===== config.mk =====
export PLATFORM = sky130hd
export DESIGN_NAME = dtc_timer_ctl
export DESIGN_NICKNAME = d
export VERILOG_FILES = /design/src/logic/dtc_pkg.sv /design/src/logic/dtc_timer_ctl.sv
export SDC_FILE = /design/constraint.sdc
export NUM_CORES = 1
export LEC_CHECK = 0
export BUFFER_PORTS_ARGS = -buffer_cell sky130_fd_sc_hd__buf_2
export CAP_MARGIN = 20
export CELL_PAD_IN_SITES_DETAIL_PLACEMENT = 1
export CELL_PAD_IN_SITES_GLOBAL_PLACEMENT = 2
export CORE_MARGIN = 3
export CORE_UTILIZATION = 35
export DETAILED_ROUTE_END_ITERATION = 10
export PLACE_DENSITY = 0.89
export SKIP_CTS_REPAIR_TIMING = 1
export SYNTH_ARGS = -nofsm -noshare
export SYNTH_HDL_FRONTEND = slang
export SYNTH_SLANG_ARGS = --single-unit

===== constraint.sdc =====
create_clock -name clk_i -period 2.8 [get_ports clk_i]
set_input_delay 0.28 -clock clk_i [delete_from_list [all_inputs] [get_ports clk_i]]
set_output_delay 0.28 -clock clk_i [all_outputs]
set_load 0.02 [all_outputs]

===== src/logic/dtc_pkg.sv =====
/*
  Package for the dual 8-bit timer control block: register map, field layout,
  reset values, clock select and mode codes, prescaler widths.
  Assumes a 32-bit classic Wishbone slave with byte addresses, one register a word.
*/
package dtc_pkg;
  // Word index of the two control registers; byte address is four times it
  localparam logic [7:0] DTC_IDX_CTL_A = 8'h27;
  localparam logic [7:0] DTC_IDX_CTL_B = 8'h28;
  localparam logic [7:0] DTC_ADR_CTL_A = 8'(DTC_IDX_CTL_A * 4);
  localparam logic [7:0] DTC_ADR_CTL_B = 8'(DTC_IDX_CTL_B * 4);
  localparam logic [7:0] DTC_ADR_PER_A = 8'h00;
  localparam logic [7:0] DTC_ADR_PW_A = 8'h04;
  localparam logic [7:0] DTC_ADR_PER_B = 8'h08;
  localparam logic [7:0] DTC_ADR_PW_B = 8'h0c;
  localparam logic [7:0] DTC_ADR_CFG = 8'h10;
  localparam logic [7:0] DTC_ADR_STAT = 8'h14;
  localparam logic [7:0] DTC_ADR_CNT = 8'h18;
  // Reset values
  localparam logic [7:0] DTC_CTL_RST = 8'h00;
  localparam logic [7:0] DTC_TREG_RST = 8'h00;
  localparam logic [1:0] DTC_CFG_RST = 2'h0;
  // Configuration field positions
  localparam int unsigned DTC_CFG_DIV_BIT = 0;
  localparam int unsigned DTC_CFG_LP_BIT = 1;
  // Prescaler: width of the high-frequency divider and low-frequency divider
  localparam int unsigned DTC_PRE_W = 11;
  localparam int unsigned DTC_FS_W = 3;
  localparam int unsigned DTC_SH_11 = 11;
  localparam int unsigned DTC_SH_7 = 7;
  localparam int unsigned DTC_SH_5 = 5;
  localparam int unsigned DTC_SH_3 = 3;
  // Clock select codes
  typedef enum logic [2:0] {
    DTC_CK_SLOW = 3'h0, DTC_CK_FC7 = 3'h1, DTC_CK_FC5 = 3'h2, DTC_CK_FC3 = 3'h3,
    DTC_CK_FS = 3'h4, DTC_CK_FC1 = 3'h5, DTC_CK_FC = 3'h6, DTC_CK_PIN = 3'h7
  } dtc_clk_t;
  // Operating mode codes; codes with the top bit set are 16-bit modes of counter B
  typedef enum logic [2:0] {
    DTC_M_TMR8 = 3'h0, DTC_M_PDO8 = 3'h1, DTC_M_PWM8 = 3'h2, DTC_M_CASC = 3'h3,
    DTC_M_TMR16 = 3'h4, DTC_M_WARM = 3'h5, DTC_M_PWM16 = 3'h6, DTC_M_PPG16 = 3'h7
  } dtc_mode_t;
  // Control register layout, bit 7 down to bit 0
  typedef struct packed {
    logic ff;
    logic [2:0] ck;
    logic start;
    logic [2:0] mode;
  } dtc_ctl_t;
endpackage


===== src/logic/dtc_timer_ctl.sv =====
/*
  Control logic of two cascadable 8-bit timer/counters behind a classic
  Wishbone slave: control, period and pulse-width registers, count source
  selection, start/stop, cascade and output flip-flop preset.
  Assumes clk_i is the high-frequency clock and that the low-frequency clock
  and both count pins are asynchronous inputs.
*/
// Notes on behaviour
// Counter A has a control register, a period register and a pulse-width register.
// Control A: flip-flop bit 7, clock bits 6-4, start bit 3, mode 2-0; reset zero.
// Clock codes pick slow, fc/128, fc/32, fc/8, fs, fc/2, fc, pin.
// Low power allows only fs/8, fs, fc and pin sources.
// Software picks undivided fc in low power only for oscillator warm-up.
// Clearing start halts counter A and clears it; setting it starts counting.
// Mode A: 8-bit timer, divider output, 8-bit PWM, 16-bit cascade.
// Software keeps mode, clock and flip-flop fields of A while running.
// Stopping write keeps other fields; starting write may set them.
// Software leaves period A alone while counter A runs.
// Pulse-width A may change while running only in PWM modes.
// Cascade needs mode A at 011; counter B mode picks the 16-bit mode.
// Cascaded counter counts the clock picked by counter A clock field.
// Cascaded start and flip-flop follow counter B bits.
// Counter B has its own control, period and pulse-width registers.
// Software leaves period B alone while counter B runs.
// Pulse-width B may change while running only in PWM modes.
// Flip-flop control bit presets the timer output before counting.
// Mode B codes: 8-bit modes, reserved, 16-bit timer, warm-up, PWM, pattern.
// In 16-bit modes counter B counts counter A overflows.
// Control B has A's layout, the next index and resets to zero.
module dtc_timer_ctl (
  input wire logic clk_i,
  input wire logic rst_i,
  input wire logic wb_cyc_i,
  input wire logic wb_stb_i,
  input wire logic wb_we_i,
  input wire logic [7:0] wb_adr_i,
  input wire logic [3:0] wb_sel_i,
  input wire logic [31:0] wb_dat_i,
  output logic [31:0] wb_dat_o,
  output logic wb_ack_o,
  input wire logic low_freq_clock_i,
  input wire logic pin_a_i,
  input wire logic pin_b_i,
  output logic tff_a_o,
  output logic tff_b_o
);
  import dtc_pkg::*;

  // Picks a tick from the candidate sources, masking those absent in low power
  function automatic logic dtc_pick(input logic [2:0] ck, input logic lp,
                                    input logic [7:0] src);
    logic gone;
    gone = 1'b0;
    // low power mask
    if (lp && (ck == DTC_CK_FC7 || ck == DTC_CK_FC5 || ck == DTC_CK_FC3 ||
               ck == DTC_CK_FC1)) begin
      gone = 1'b1;
    end
    return src[ck] & ~gone;
  endfunction

  // Bus and register state
  dtc_ctl_t ctl_a_q, ctl_a_d, ctl_b_q, ctl_b_d;
  logic [7:0] per_a_q, per_a_d, pw_a_q, pw_a_d;
  logic [7:0] per_b_q, per_b_d, pw_b_q, pw_b_d;
  logic [1:0] cfg_q, cfg_d;
  logic ack_q, ack_d;
  logic [31:0] rdat_q, rdat_d;
  // Prescaler and synchronisers
  logic [DTC_PRE_W-1:0] pre_q, pre_d;
  logic [DTC_FS_W-1:0] fsd_q, fsd_d;
  logic [2:0] s1_q, s2_q, s3_q;
  // Counters
  logic [7:0] cnt_a_q, cnt_a_d, cnt_b_q, cnt_b_d;
  logic tff_a_q, tff_a_d, tff_b_q, tff_b_d;

  logic acc, wr, rd, lp, divopt;
  logic [2:0] rise;
  logic fs8;
  logic [7:0] src_a, src_b;
  logic casc, b16, run_a, run_b, tick_a, tick_b, ovf_a, match_b, ff_a;

  assign acc = wb_cyc_i & wb_stb_i & ~ack_q;
  assign wr = acc & wb_we_i & wb_sel_i[0];
  assign rd = acc & ~wb_we_i;
  assign divopt = cfg_q[DTC_CFG_DIV_BIT];
  assign lp = cfg_q[DTC_CFG_LP_BIT];

  // Register writes take effect at the edge that raises ack
  always_comb begin
    ctl_a_d = ctl_a_q;
    ctl_b_d = ctl_b_q;
    per_a_d = per_a_q;
    pw_a_d = pw_a_q;
    per_b_d = per_b_q;
    pw_b_d = pw_b_q;
    cfg_d = cfg_q;
    ack_d = acc;
    rdat_d = 32'h0000_0000;
    if (wr) begin
      unique case (wb_adr_i)
        // control A fields
        DTC_ADR_CTL_A: ctl_a_d = wb_dat_i[7:0];
        // control B same layout
        DTC_ADR_CTL_B: ctl_b_d = wb_dat_i[7:0];
        // timer registers A
        DTC_ADR_PER_A: per_a_d = wb_dat_i[7:0];
        DTC_ADR_PW_A: pw_a_d = wb_dat_i[7:0];
        // timer registers B
        DTC_ADR_PER_B: per_b_d = wb_dat_i[7:0];
        DTC_ADR_PW_B: pw_b_d = wb_dat_i[7:0];
        DTC_ADR_CFG: cfg_d = wb_dat_i[1:0];
        default: ;
      endcase
    end
    if (rd) begin
      unique case (wb_adr_i)
        DTC_ADR_CTL_A: rdat_d = {24'h00_0000, ctl_a_q};
        DTC_ADR_CTL_B: rdat_d = {24'h00_0000, ctl_b_q};
        DTC_ADR_PER_A: rdat_d = {24'h00_0000, per_a_q};
        DTC_ADR_PW_A: rdat_d = {24'h00_0000, pw_a_q};
        DTC_ADR_PER_B: rdat_d = {24'h00_0000, per_b_q};
        DTC_ADR_PW_B: rdat_d = {24'h00_0000, pw_b_q};
        DTC_ADR_CFG: rdat_d = {30'h0000_0000, cfg_q};
        DTC_ADR_STAT: rdat_d = {26'h000_0000, b16, casc, run_b, run_a, tff_b_q, tff_a_q};
        DTC_ADR_CNT: rdat_d = {16'h0000, cnt_b_q, cnt_a_q};
        default: rdat_d = 32'h0000_0000;
      endcase
    end
  end

  always_ff @(posedge clk_i) begin
    if (rst_i) begin
      ctl_a_q <= DTC_CTL_RST;
      ctl_b_q <= DTC_CTL_RST;
      per_a_q <= DTC_TREG_RST;
      pw_a_q <= DTC_TREG_RST;
      per_b_q <= DTC_TREG_RST;
      pw_b_q <= DTC_TREG_RST;
      cfg_q <= DTC_CFG_RST;
      ack_q <= 1'b0;
      rdat_q <= 32'h0000_0000;
    end else begin
      ctl_a_q <= ctl_a_d;
      ctl_b_q <= ctl_b_d;
      per_a_q <= per_a_d;
      pw_a_q <= pw_a_d;
      per_b_q <= per_b_d;
      pw_b_q <= pw_b_d;
      cfg_q <= cfg_d;
      ack_q <= ack_d;
      rdat_q <= rdat_d;
    end
  end

  // Prescaler; the fs edge is taken only after two flops so fs may be async
  assign rise = s2_q & ~s3_q;
  assign fs8 = rise[0] & (&fsd_q);

  always_comb begin
    pre_d = pre_q + 1'b1;
    fsd_d = rise[0] ? fsd_q + 1'b1 : fsd_q;
  end

  always_ff @(posedge clk_i) begin
    if (rst_i) begin
      pre_q <= '0;
      fsd_q <= '0;
      s1_q <= 3'h0;
      s2_q <= 3'h0;
      s3_q <= 3'h0;
    end else begin
      pre_q <= pre_d;
      fsd_q <= fsd_d;
      s1_q <= {pin_b_i, pin_a_i, low_freq_clock_i};
      s2_q <= s1_q;
      s3_q <= s2_q;
    end
  end

  // source candidates by clock code
  always_comb begin
    src_a[DTC_CK_SLOW] = (divopt | lp) ? fs8 : (&pre_q[DTC_SH_11-1:0]);
    src_a[DTC_CK_FC7] = &pre_q[DTC_SH_7-1:0];
    src_a[DTC_CK_FC5] = &pre_q[DTC_SH_5-1:0];
    src_a[DTC_CK_FC3] = &pre_q[DTC_SH_3-1:0];
    src_a[DTC_CK_FS] = rise[0];
    src_a[DTC_CK_FC1] = pre_q[0];
    src_a[DTC_CK_FC] = 1'b1;
    src_a[DTC_CK_PIN] = rise[1];
    src_b = {rise[2], src_a[6:0]};
  end

  // cascade is taken from mode A, 16-bit from the top bit of mode B
  assign casc = (ctl_a_q.mode == DTC_M_CASC);
  // codes 100 to 111 are the 16-bit modes
  assign b16 = ctl_b_q.mode[2];
  // cascaded start and flip-flop come from counter B
  assign run_a = casc ? ctl_b_q.start : ctl_a_q.start;
  assign ff_a = casc ? ctl_b_q.ff : ctl_a_q.ff;
  assign run_b = ctl_b_q.start;
  // cascaded clock from clock field A
  assign tick_a = run_a & dtc_pick(ctl_a_q.ck, lp, src_a);
  // cascade wraps low byte at full scale, 8-bit modes at the period match
  assign ovf_a = tick_a & (casc ? (cnt_a_q == 8'hff) : (cnt_a_q == per_a_q));
  // R20 16-bit modes count overflows of counter A
  assign tick_b = run_b & (b16 ? ovf_a : dtc_pick(ctl_b_q.ck, lp, src_b));
  assign match_b = cnt_b_q == per_b_q;

  always_comb begin
    cnt_a_d = cnt_a_q;
    cnt_b_d = cnt_b_q;
    // stop clears the count
    if (!run_a) begin
      cnt_a_d = 8'h00;
    end else if (tick_a) begin
      cnt_a_d = ovf_a ? 8'h00 : cnt_a_q + 8'h01;
    end
    if (!run_b) begin
      cnt_b_d = 8'h00;
    end else if (tick_b) begin
      cnt_b_d = match_b ? 8'h00 : cnt_b_q + 8'h01;
    end
    // preset while stopped; a running timer keeps its output
    tff_a_d = run_a ? tff_a_q : ff_a;
    tff_b_d = run_b ? tff_b_q : ctl_b_q.ff;
  end

  always_ff @(posedge clk_i) begin
    if (rst_i) begin
      cnt_a_q <= 8'h00;
      cnt_b_q <= 8'h00;
      tff_a_q <= 1'b0;
      tff_b_q <= 1'b0;
    end else begin
      cnt_a_q <= cnt_a_d;
      cnt_b_q <= cnt_b_d;
      tff_a_q <= tff_a_d;
      tff_b_q <= tff_b_d;
    end
  end

  assign wb_ack_o = ack_q;
  assign wb_dat_o = rdat_q;
  assign tff_a_o = tff_a_q;
  assign tff_b_o = tff_b_q;
endmodule // dtc_timer_ctl


==> impl_metrics.tcl, run 1 <==
set metrics [dict create \
    status "completed" \
    final_util 0.4136 \
    drt_iter0_drc 255 \
    n_antenna_cell 0 \
    synthArstFlopShare 0 \
    grt_remaining_overflow 0 \
    htreeDepth 3 \
    fin_crit_ns 2.585 \
    hpwlAfterDp_um 10040 \
    yosysSeqAreaShare 0.4211 \
    die_w_um 127.1 \
    rows 43 \
    vias_per_cell 5.372 \
    pin_count 87 \
    portBuffers 43 \
    cp_data_required_time_ns 3.05 \
    cp_max_fo 10 \
    nNetsFinal 649 \
    slew-limit-headroom 0.5758 \
    clockBufferDepth 2 \
    syn_area_um2 5135 \
    fin_worst_hold_slack_ns 0.1328 \
    clkSinkCount 108 \
    skew_ns 0.005188 \
    synth_cell_types 64 \
    drc 0 \
    worstMarginPinSlew_ns 0.6342 \
    yosys.area.top_type "dfxtp_1" \
    fillers 1643 \
    hp-class "input pin to flip-flop" \
    routed_wl_um 13910 \
    vias 4163 \
    cts_tree "yes" \
    grt_max_degree 46 \
    die-area_um2 16160 \
    fmax_mhz 386.9 \
    timing.final.crit_share 0.9231 \
    rsz0062_at_grt "no" \
    die_y_um 127.1 \
    syn-instance-count 548 \
    numPlacedInstances 759 \
    ys.warnings.count 0 \
    syn_avg_cell_area_um2 9.370 \
    path_class "flip-flop to flip-flop" \
    drive_above_1_share 0.1681 \
    cts-root-buf "clkbuf_16" \
    ir_worst_vdd_v 0.0002943 \
    multi_input_area_um2 2743 \
    synth_ff_type "dfxtp_1" \
    cap_violations 0 \
    regArea_um2 2162 \
    cts_made_buffers 9 \
    clk_pin_slew_ns 0.07 \
    grtUsageTotal 0.1762 \
    power_leakage_nw 2.182 \
    coreArea_um2 14100 \
    ant_nets 0 \
    power_density_nw_per_um2 528.6 \
    drv_slew 0 \
    drt_pass1_iterations 5 \
    cp-end-kind "flip-flop" \
    place.gp.congestion 0.8263 \
    hold_path_depth 2 \
    ff2ff_path_depth 9 \
    arrival_ns 2.84 \
    timing_hold_violations_final 0 \
    antenna_found_initial 0 \
    synth_top_cell_area_share 0.4211 \
    initial_core_util 0.3643 \
    wl_per_cell_um 17.95 \
    area_delta_synth_final_pct 13.55 \
    clk-insertion-delay-late_ns 0.36 \
    synth_edf_count 0 \
    final_cells 775 \
    setup_tns_ns 0 \
    synthTopCellsByArea "dfxtp_1 (42%), mux2i_1 (11%), nor2_1 (5.6%)" \
    critPathLaunchType "flip-flop" \
    grt_pass1_wl_um 22560 \
    ys_ff_latch 108 \
    setup_viol 0 \
    grt_pass1_vias 4243 \
]
==> through the flow <==
| step | power (mW) | setup WS (ns) | area [um2] |
|---|---|---|---|
| 6_report | 3.082 | 0.2153 | 5831 |
| 5_1_grt | 3.190 | 0.07806 | 5831 |
| 4_1_cts | 3.130 | 0.1720 | 5829 |
| 3_5_place_dp | 1.710 | 0.1822 | 5502 |
| 3_3_place_gp | 1.704 | 0.2498 | 5502 |
| 2_1_floorplan | 1.676 | 0.2846 | 5191 |
==> state kept, by name, indices dropped and copies added (netlist names), 6 cells and up <==
signal	count
pre_q	11
ctl_b_q	6
pw_a_q	8
ctl_a_q	8
wb_dat_o	16
cnt_b_q	8
pw_b_q	8
cnt_a_q	8
per_b_q	8
per_a_q	8
==> synthesized netlist by cell type (11+ instances only) <==
cell        n
buf_4      21
nor2_1     77
a21oi_1    14
xor2_1     23
nor3_1     16
clkbuf_1   11
dfxtp_1   108
mux2i_1    57
nand3_1    13
nand2_1    33
nor2b_1    16
==> cells in the final DEF, fill, tap and decap left out, drive strengths merged, types with 8 or more instances in the layout <==
cell and count:
nor4 11, clkbuf 11, nand3 13, conb 16
dfxtp 108, mux2i 57, and2 10, o21ai 8
nor3 22, nand2 34, nor2 80, a31oi 10
buf 61, a222oi 9, nor2b 16, xor2 23
a21oi 14, nand4 9
==> final timing paths <==
check / start / to / slack, ns
max reg2reg: pre_q[1] / cnt_b_q[4] / 0.22
min: low_freq_clock_i / s1_q[0] / 0.13
min reg2reg: s1_q[2] / s2_q[2] / 0.44
max: pre_q[1] / cnt_b_q[4] / 0.22
==> power by group <==
group          internal [mW]  switching, mW
sequential              1.55        0.00644
combinational         0.0341         0.0873
clock                  0.813          0.597
total                   2.39          0.691
==> final cells by class <==
cell class | instances | area share
multi-input cells | 404 | 0.4704
repair buffers | 61 | 0.06009
well taps | 180 | 0.03863
clock inverters | 5 | 0.01459
clock buffers | 11 | 0.04163
flip-flops and latches | 108 | 0.3708
inverters | 6 | 0.003863
==> layer usage <==
layer	track usage	vias up	wire length, um
li1	-	1998	-
met1	0.2308	2057	6440
met2	0.2914	90	6533
met3	0.04306	18	696
met4	0.04732	0	244
met5	0	-	0
==> cell families (layout without fill, tap and decap cells) <==
logic type / Yosys count / in the layout / share of synthesized area
AO/OA/AOI/OAI: 72 / 72 / 0.1101
XOR/XNOR: 26 / 26 / 0.04435
adder cells (fa/ha/maj): 7 / 7 / 0.01706
buffers and inverters: 51 / 83 / 0.05604
flip-flops: 108 / 108 / 0.4211
multiplexers: 57 / 57 / 0.1111
other: 1 / 16 / 0.0007303
AND/OR/NAND/NOR: 226 / 226 / 0.2395
==> critical path, stage by stage, from the launching register on <==
cell and delay (ns):
dfxtp_1 0.34, ha_1 0.20, and3_1 0.18, ha_1 0.19
or3b_2 0.44, a21oi_1 0.19, nor4_2 0.08, a41o_2 0.32
and3_1 0.27, a32o_1 0.25
(Power assumes the default switching activity.)
==> run 2: changes to the inputs <==
--- a/config.mk
+++ b/config.mk
@@ -10,9 +10,11 @@
 export CELL_PAD_IN_SITES_DETAIL_PLACEMENT = 1
 export CELL_PAD_IN_SITES_GLOBAL_PLACEMENT = 2
 export CORE_MARGIN = 3
-export CORE_UTILIZATION = 35
+export CORE_UTILIZATION = 30
+export CTS_BUF_LIST = sky130_fd_sc_hd__clkbuf_8
 export DETAILED_ROUTE_END_ITERATION = 10
-export PLACE_DENSITY = 0.89
+export PLACE_DENSITY = 0.79
+export SETUP_SLACK_MARGIN = 0.2
 export SKIP_CTS_REPAIR_TIMING = 1
 export SYNTH_ARGS = -nofsm -noshare
 export SYNTH_HDL_FRONTEND = slang
==> run 2 against run 1 <==
- worst hold slack got worse by 0.035 ns
- sequential power hardly changed
- largest power group unchanged
- register-to-register slack gained 0.098 ns
- first-iteration DRC count rose by 5.5%
- cell count rose by 5.5%
- sequential cell count is the same
==> impl_metrics.tcl, run 2 (synthesis gave the netlist of run 1 again) <==
set metrics [dict create \
    worstPathBufferInverterCount 1 \
    cp-end-kind "flip-flop" \
    timing_hold_violations_final 0 \
    grtUsageTotal 0.1576 \
    drv_slew 0 \
    worstHoldStart "pin_a_i" \
    layout_commonest_cell "dfxtp_1" \
    hp-class "input pin to flip-flop" \
    rsz0062_at_grt "yes" \
    arrival_ns 2.82 \
    fin_crit_ns 2.487 \
    power_leakage_nw 2.127 \
    rows 47 \
    largest_reg_flops 16 \
    setup_viol 0 \
    grt_remaining_overflow 0 \
    final_cells 818 \
    hold_path_depth 2 \
    ir_worst_vdd_v 0.0002114 \
    routed_wl_um 14290 \
    clk-insertion-delay-late_ns 0.40 \
    n_antenna_cell 0 \
    cp_max_fo 5 \
    crit_path_frequent_cell "ha_1" \
    cp_data_required_time_ns 3.13 \
    final_area_um2 5768 \
    fin_worst_hold_slack_ns 0.09800 \
    final_cell_mix "dfxtp_1 (108), nor2_1 (77), mux2i_1 (57)" \
    grt_pass1_wl_um 23000 \
    timing.final.crit_share 0.8880 \
    coreArea_um2 16640 \
    drc 0 \
    skew_ns 0.01536 \
    place.gp.congestion 0.7961 \
    wl_per_cell_um 17.47 \
    pin_count 87 \
    r2r_setup_slack_ns 0.31 \
    final_util 0.3466 \
    critPathLaunchType "flip-flop" \
    setup_tns_ns 0 \
    r2r_start "pre_q[1]" \
    r2r_end "cnt_b_q[1]" \
    worstMarginPinSlew_ns 0.8135 \
    grt_pass1_vias 4343 \
    fillers 1959 \
    status "completed" \
    grt_max_degree 43 \
    area_delta_synth_final_pct 12.33 \
    pre_cts_ws_ns 0.1391 \
    vias_per_cell 5.126 \
    numPlacedInstances 799 \
    htreeDepth 3 \
    crit_chain "ha_1 > and3_1 > ha_1 > or3b_2 > a21oi_2 > nor4_2 > a41o_2 > buf_4 > a21bo_2 > a21oi_1" \
    vias 4193 \
    cts-root-buf "clkbuf_8" \
    antenna_found_initial 0 \
    cp_slowest_cell "or3b_2" \
    clkSinkCount 108 \
    total_power_mw 2.601 \
    hold_path_end "s1_q[1]" \
    nNetsFinal 652 \
    fin_ws_ns 0.3135 \
    ant_nets 0 \
    cts_tree "yes" \
    drt_iter0_drc 269 \
    clk_pin_slew_ns 0.11 \
    die-area_um2 18720 \
    ff2ff_path_depth 10 \
    power_density_nw_per_um2 450.9 \
    portBuffers 43 \
    die_w_um 136.8 \
    cp_top_family "compound AO/OA/AOI/OAI gates" \
    slew-limit-headroom 0.4558 \
    fmax_mhz 402.2 \
    clockBufferDepth 2 \
    hpwlAfterDp_um 10710 \
    cp_slowest_stage_delay_ns 0.45 \
    initial_core_util 0.3085 \
    path_class "flip-flop to flip-flop" \
    drive_above_1_share 0.1773 \
    drt_pass1_iterations 5 \
    cts_made_buffers 9 \
    die_y_um 136.8 \
    cap_violations 0 \
    placed_area_um2 5552 \
]
[run 2: cell count changes in the layout (fill, tap and decap cells not counted), sizes merged]
cell,delta
clkbuf,-1
inv,+2
clkinvlp,+1
bufinv,-2
buf,+3
[run 2: power by group]
part | internal [mW] | switching [mW]
Combinational | 0.0345 | 0.0872
Clock | 0.354 | 0.573
Sequential | 1.55 | 0.00619
[run 2: cell type report]
type | instances | area [um2] | share of cell area
clock inverter | 6 | 46.29 | 0.008026
inverter | 6 | 22.52 | 0.003905
timing repair buffer | 64 | 372.9 | 0.06464
multi-input combinational | 404 | 2751 | 0.4770
tap | 220 | 275.3 | 0.04772
clock buffer | 10 | 137.6 | 0.02386
sequential | 108 | 2162 | 0.3748
[run 2: routing by layer]
layer,up-vias,track usage,part of all wire
met4,0,0.04490,0.011
li1,1999,-,-
met2,84,0.2692,0.50
met5,-,0,0
met1,2099,0.1961,0.44
met3,11,0.04118,0.045
[run 2: worst max path at each step]
stage / from / end / slack [ns] / cells past startpoint
after global routing: cfg_q[1] / cnt_b_q[5] / 0.19 / 8
after CTS: pre_q[1] / cnt_b_q[5] / 0.11 / 9
after global placement: pre_q[1] / cnt_b_q[3] / 0.22 / 9
final: pre_q[1] / cnt_b_q[1] / 0.31 / 10
after floorplan: pre_q[0] / cnt_b_q[2] / 0.28 / 11
after detailed placement: pre_q[1] / cnt_b_q[5] / 0.14 / 9
==> run 3: changes to the inputs <==
--- a/config.mk
+++ b/config.mk
@@ -9,6 +9,7 @@
 export CAP_MARGIN = 20
 export CELL_PAD_IN_SITES_DETAIL_PLACEMENT = 1
 export CELL_PAD_IN_SITES_GLOBAL_PLACEMENT = 2
+export CORE_ASPECT_RATIO = 0.6
 export CORE_MARGIN = 3
 export CORE_UTILIZATION = 30
 export CTS_BUF_LIST = sky130_fd_sc_hd__clkbuf_8
==> run 3 against run 2 <==
- design area is 0.28% higher
- clock skew is 0.0056 ns lower
- clock power is 4.2% lower
- largest cell class unchanged
- highest routed layer unchanged
==> impl_metrics.tcl, run 3 (synthesis gave the netlist of run 1 again) <==
set metrics [dict create \
    status "completed" \
    layout_commonest_cell "dfxtp_1" \
    ff2ff_path_depth 9 \
    final_util 0.3509 \
    ant_nets 0 \
    numPlacedInstances 810 \
    cts_made_buffers 9 \
    ir_worst_vdd_v 0.0002037 \
    final_cells 827 \
    largest_reg_flops 16 \
    arrival_ns 2.75 \
    rsz0062_at_grt "no" \
    grt_max_degree 37 \
    pin_count 87 \
    path_class "flip-flop to flip-flop" \
    power_density_nw_per_um2 443.4 \
    skew_ns 0.009737 \
    grt_pass1_wl_um 24540 \
    rows 36 \
    htreeDepth 3 \
    area_delta_synth_final_pct 12.65 \
    place.gp.congestion 0.8166 \
    drt_pass1_iterations 5 \
    grtUsageTotal 0.1671 \
    hpwlAfterDp_um 11880 \
    drv_slew 0 \
    critPathLaunchType "flip-flop" \
    cp_max_fo 7 \
    worstMarginPinSlew_ns 0.8351 \
    cp_data_required_time_ns 3.06 \
    placed_area_um2 5584 \
    hp-class "input pin to flip-flop" \
    routed_wl_um 15570 \
    final_cell_mix "dfxtp_1 (108), nor2_1 (77), mux2i_1 (57)" \
    setup_tns_ns 0 \
    die-area_um2 18770 \
    clkSinkCount 108 \
    timing_hold_violations_final 0 \
    die_w_um 174.9 \
    wl_per_cell_um 18.83 \
    cp-end-kind "flip-flop" \
    n_antenna_cell 0 \
    hold_path_depth 2 \
    clk_pin_slew_ns 0.10 \
    cts-root-buf "clkbuf_8" \
    nNetsFinal 653 \
    drc 0 \
    setup_viol 0 \
    fin_crit_ns 2.486 \
    coreArea_um2 16490 \
    die_y_um 107.3 \
    drive_above_1_share 0.1770 \
    timing.final.crit_share 0.8877 \
    grt_pass1_vias 4382 \
    vias 4277 \
    fmax_mhz 402.3 \
    vias_per_cell 5.172 \
    clk-insertion-delay-late_ns 0.37 \
    grt_remaining_overflow 0 \
    initial_core_util 0.3115 \
    clockBufferDepth 2 \
    antenna_found_initial 0 \
    drt_iter0_drc 375 \
    final_area_um2 5784 \
    power_leakage_nw 2.139 \
    slew-limit-headroom 0.4414 \
    cap_violations 0 \
    portBuffers 43 \
    cts_tree "yes" \
]
## run 3: changes by cell type in the layout (fill, tap and decap cells not counted)
cell        delta
buf_4          +1
clkbuf_8       +1
clkinvlp_4     -1
ha_1           -1
ha_2           +1
inv_1          +2
inv_6          -2
## run 3: path summary, 6_finish.rpt
| kind | endpoint | slack, ns | from |
|---|---|---|---|
| setup / recovery | cnt_b_q[7] | 0.31 | pre_q[1] |
| hold / removal | s1_q[2] | 0.13 | pin_b_i |
| setup reg to reg | cnt_b_q[7] | 0.31 | pre_q[1] |
| hold reg to reg | s2_q[1] | 0.45 | s1_q[1] |
## run 3: cell type report
| type | instances | area (um2) |
|---|---|---|
| fill | 1984 | 10700 |
| multi-input combinational | 404 | 2754 |
| sequential | 108 | 2162 |
| timing repair buffer | 65 | 380.4 |
| tap | 228 | 285.3 |
| clock buffer | 11 | 151.4 |
| clock inverter | 5 | 28.78 |
| inverter | 6 | 22.52 |
## run 3: stage by stage
stage | power [mW] | hold WS, ns | setup slack (ns)
final | 2.565 | 0.1268 | 0.3144
after floorplan | 1.676 | 0.4082 | 0.2846
after global routing | 2.679 | 0.1429 | 0.2060
after CTS | 2.596 | 0.1135 | 0.1361
after detailed placement | 1.712 | 0.4358 | 0.1658
after global placement | 1.707 | 0.4229 | 0.2424
## run 3: report_power, final
group	switching (mW)	internal, mW	leakage (nW)
logic	0.0905	0.0344	1.17
clock network	0.521	0.367	0.0979
registers	0.00647	1.55	0.872
## run 3: worst max-delay path, cell delays in order (launching register included)
cell	delay, ns
dfxtp_1	0.35
ha_2	0.21
and3_1	0.19
ha_1	0.20
or3b_2	0.45
a21oi_2	0.15
nor4_2	0.07
a41o_2	0.33
and3_4	0.20
a32o_1	0.22
## run 3: routing by layer
layer	track usage	share of wire	up-vias
met3	0.03876	0.065	14
met5	0	0	-
met1	0.2511	0.52	2133
li1	-	-	2003
met4	0.03242	0.0083	0
met2	0.2432	0.40	127
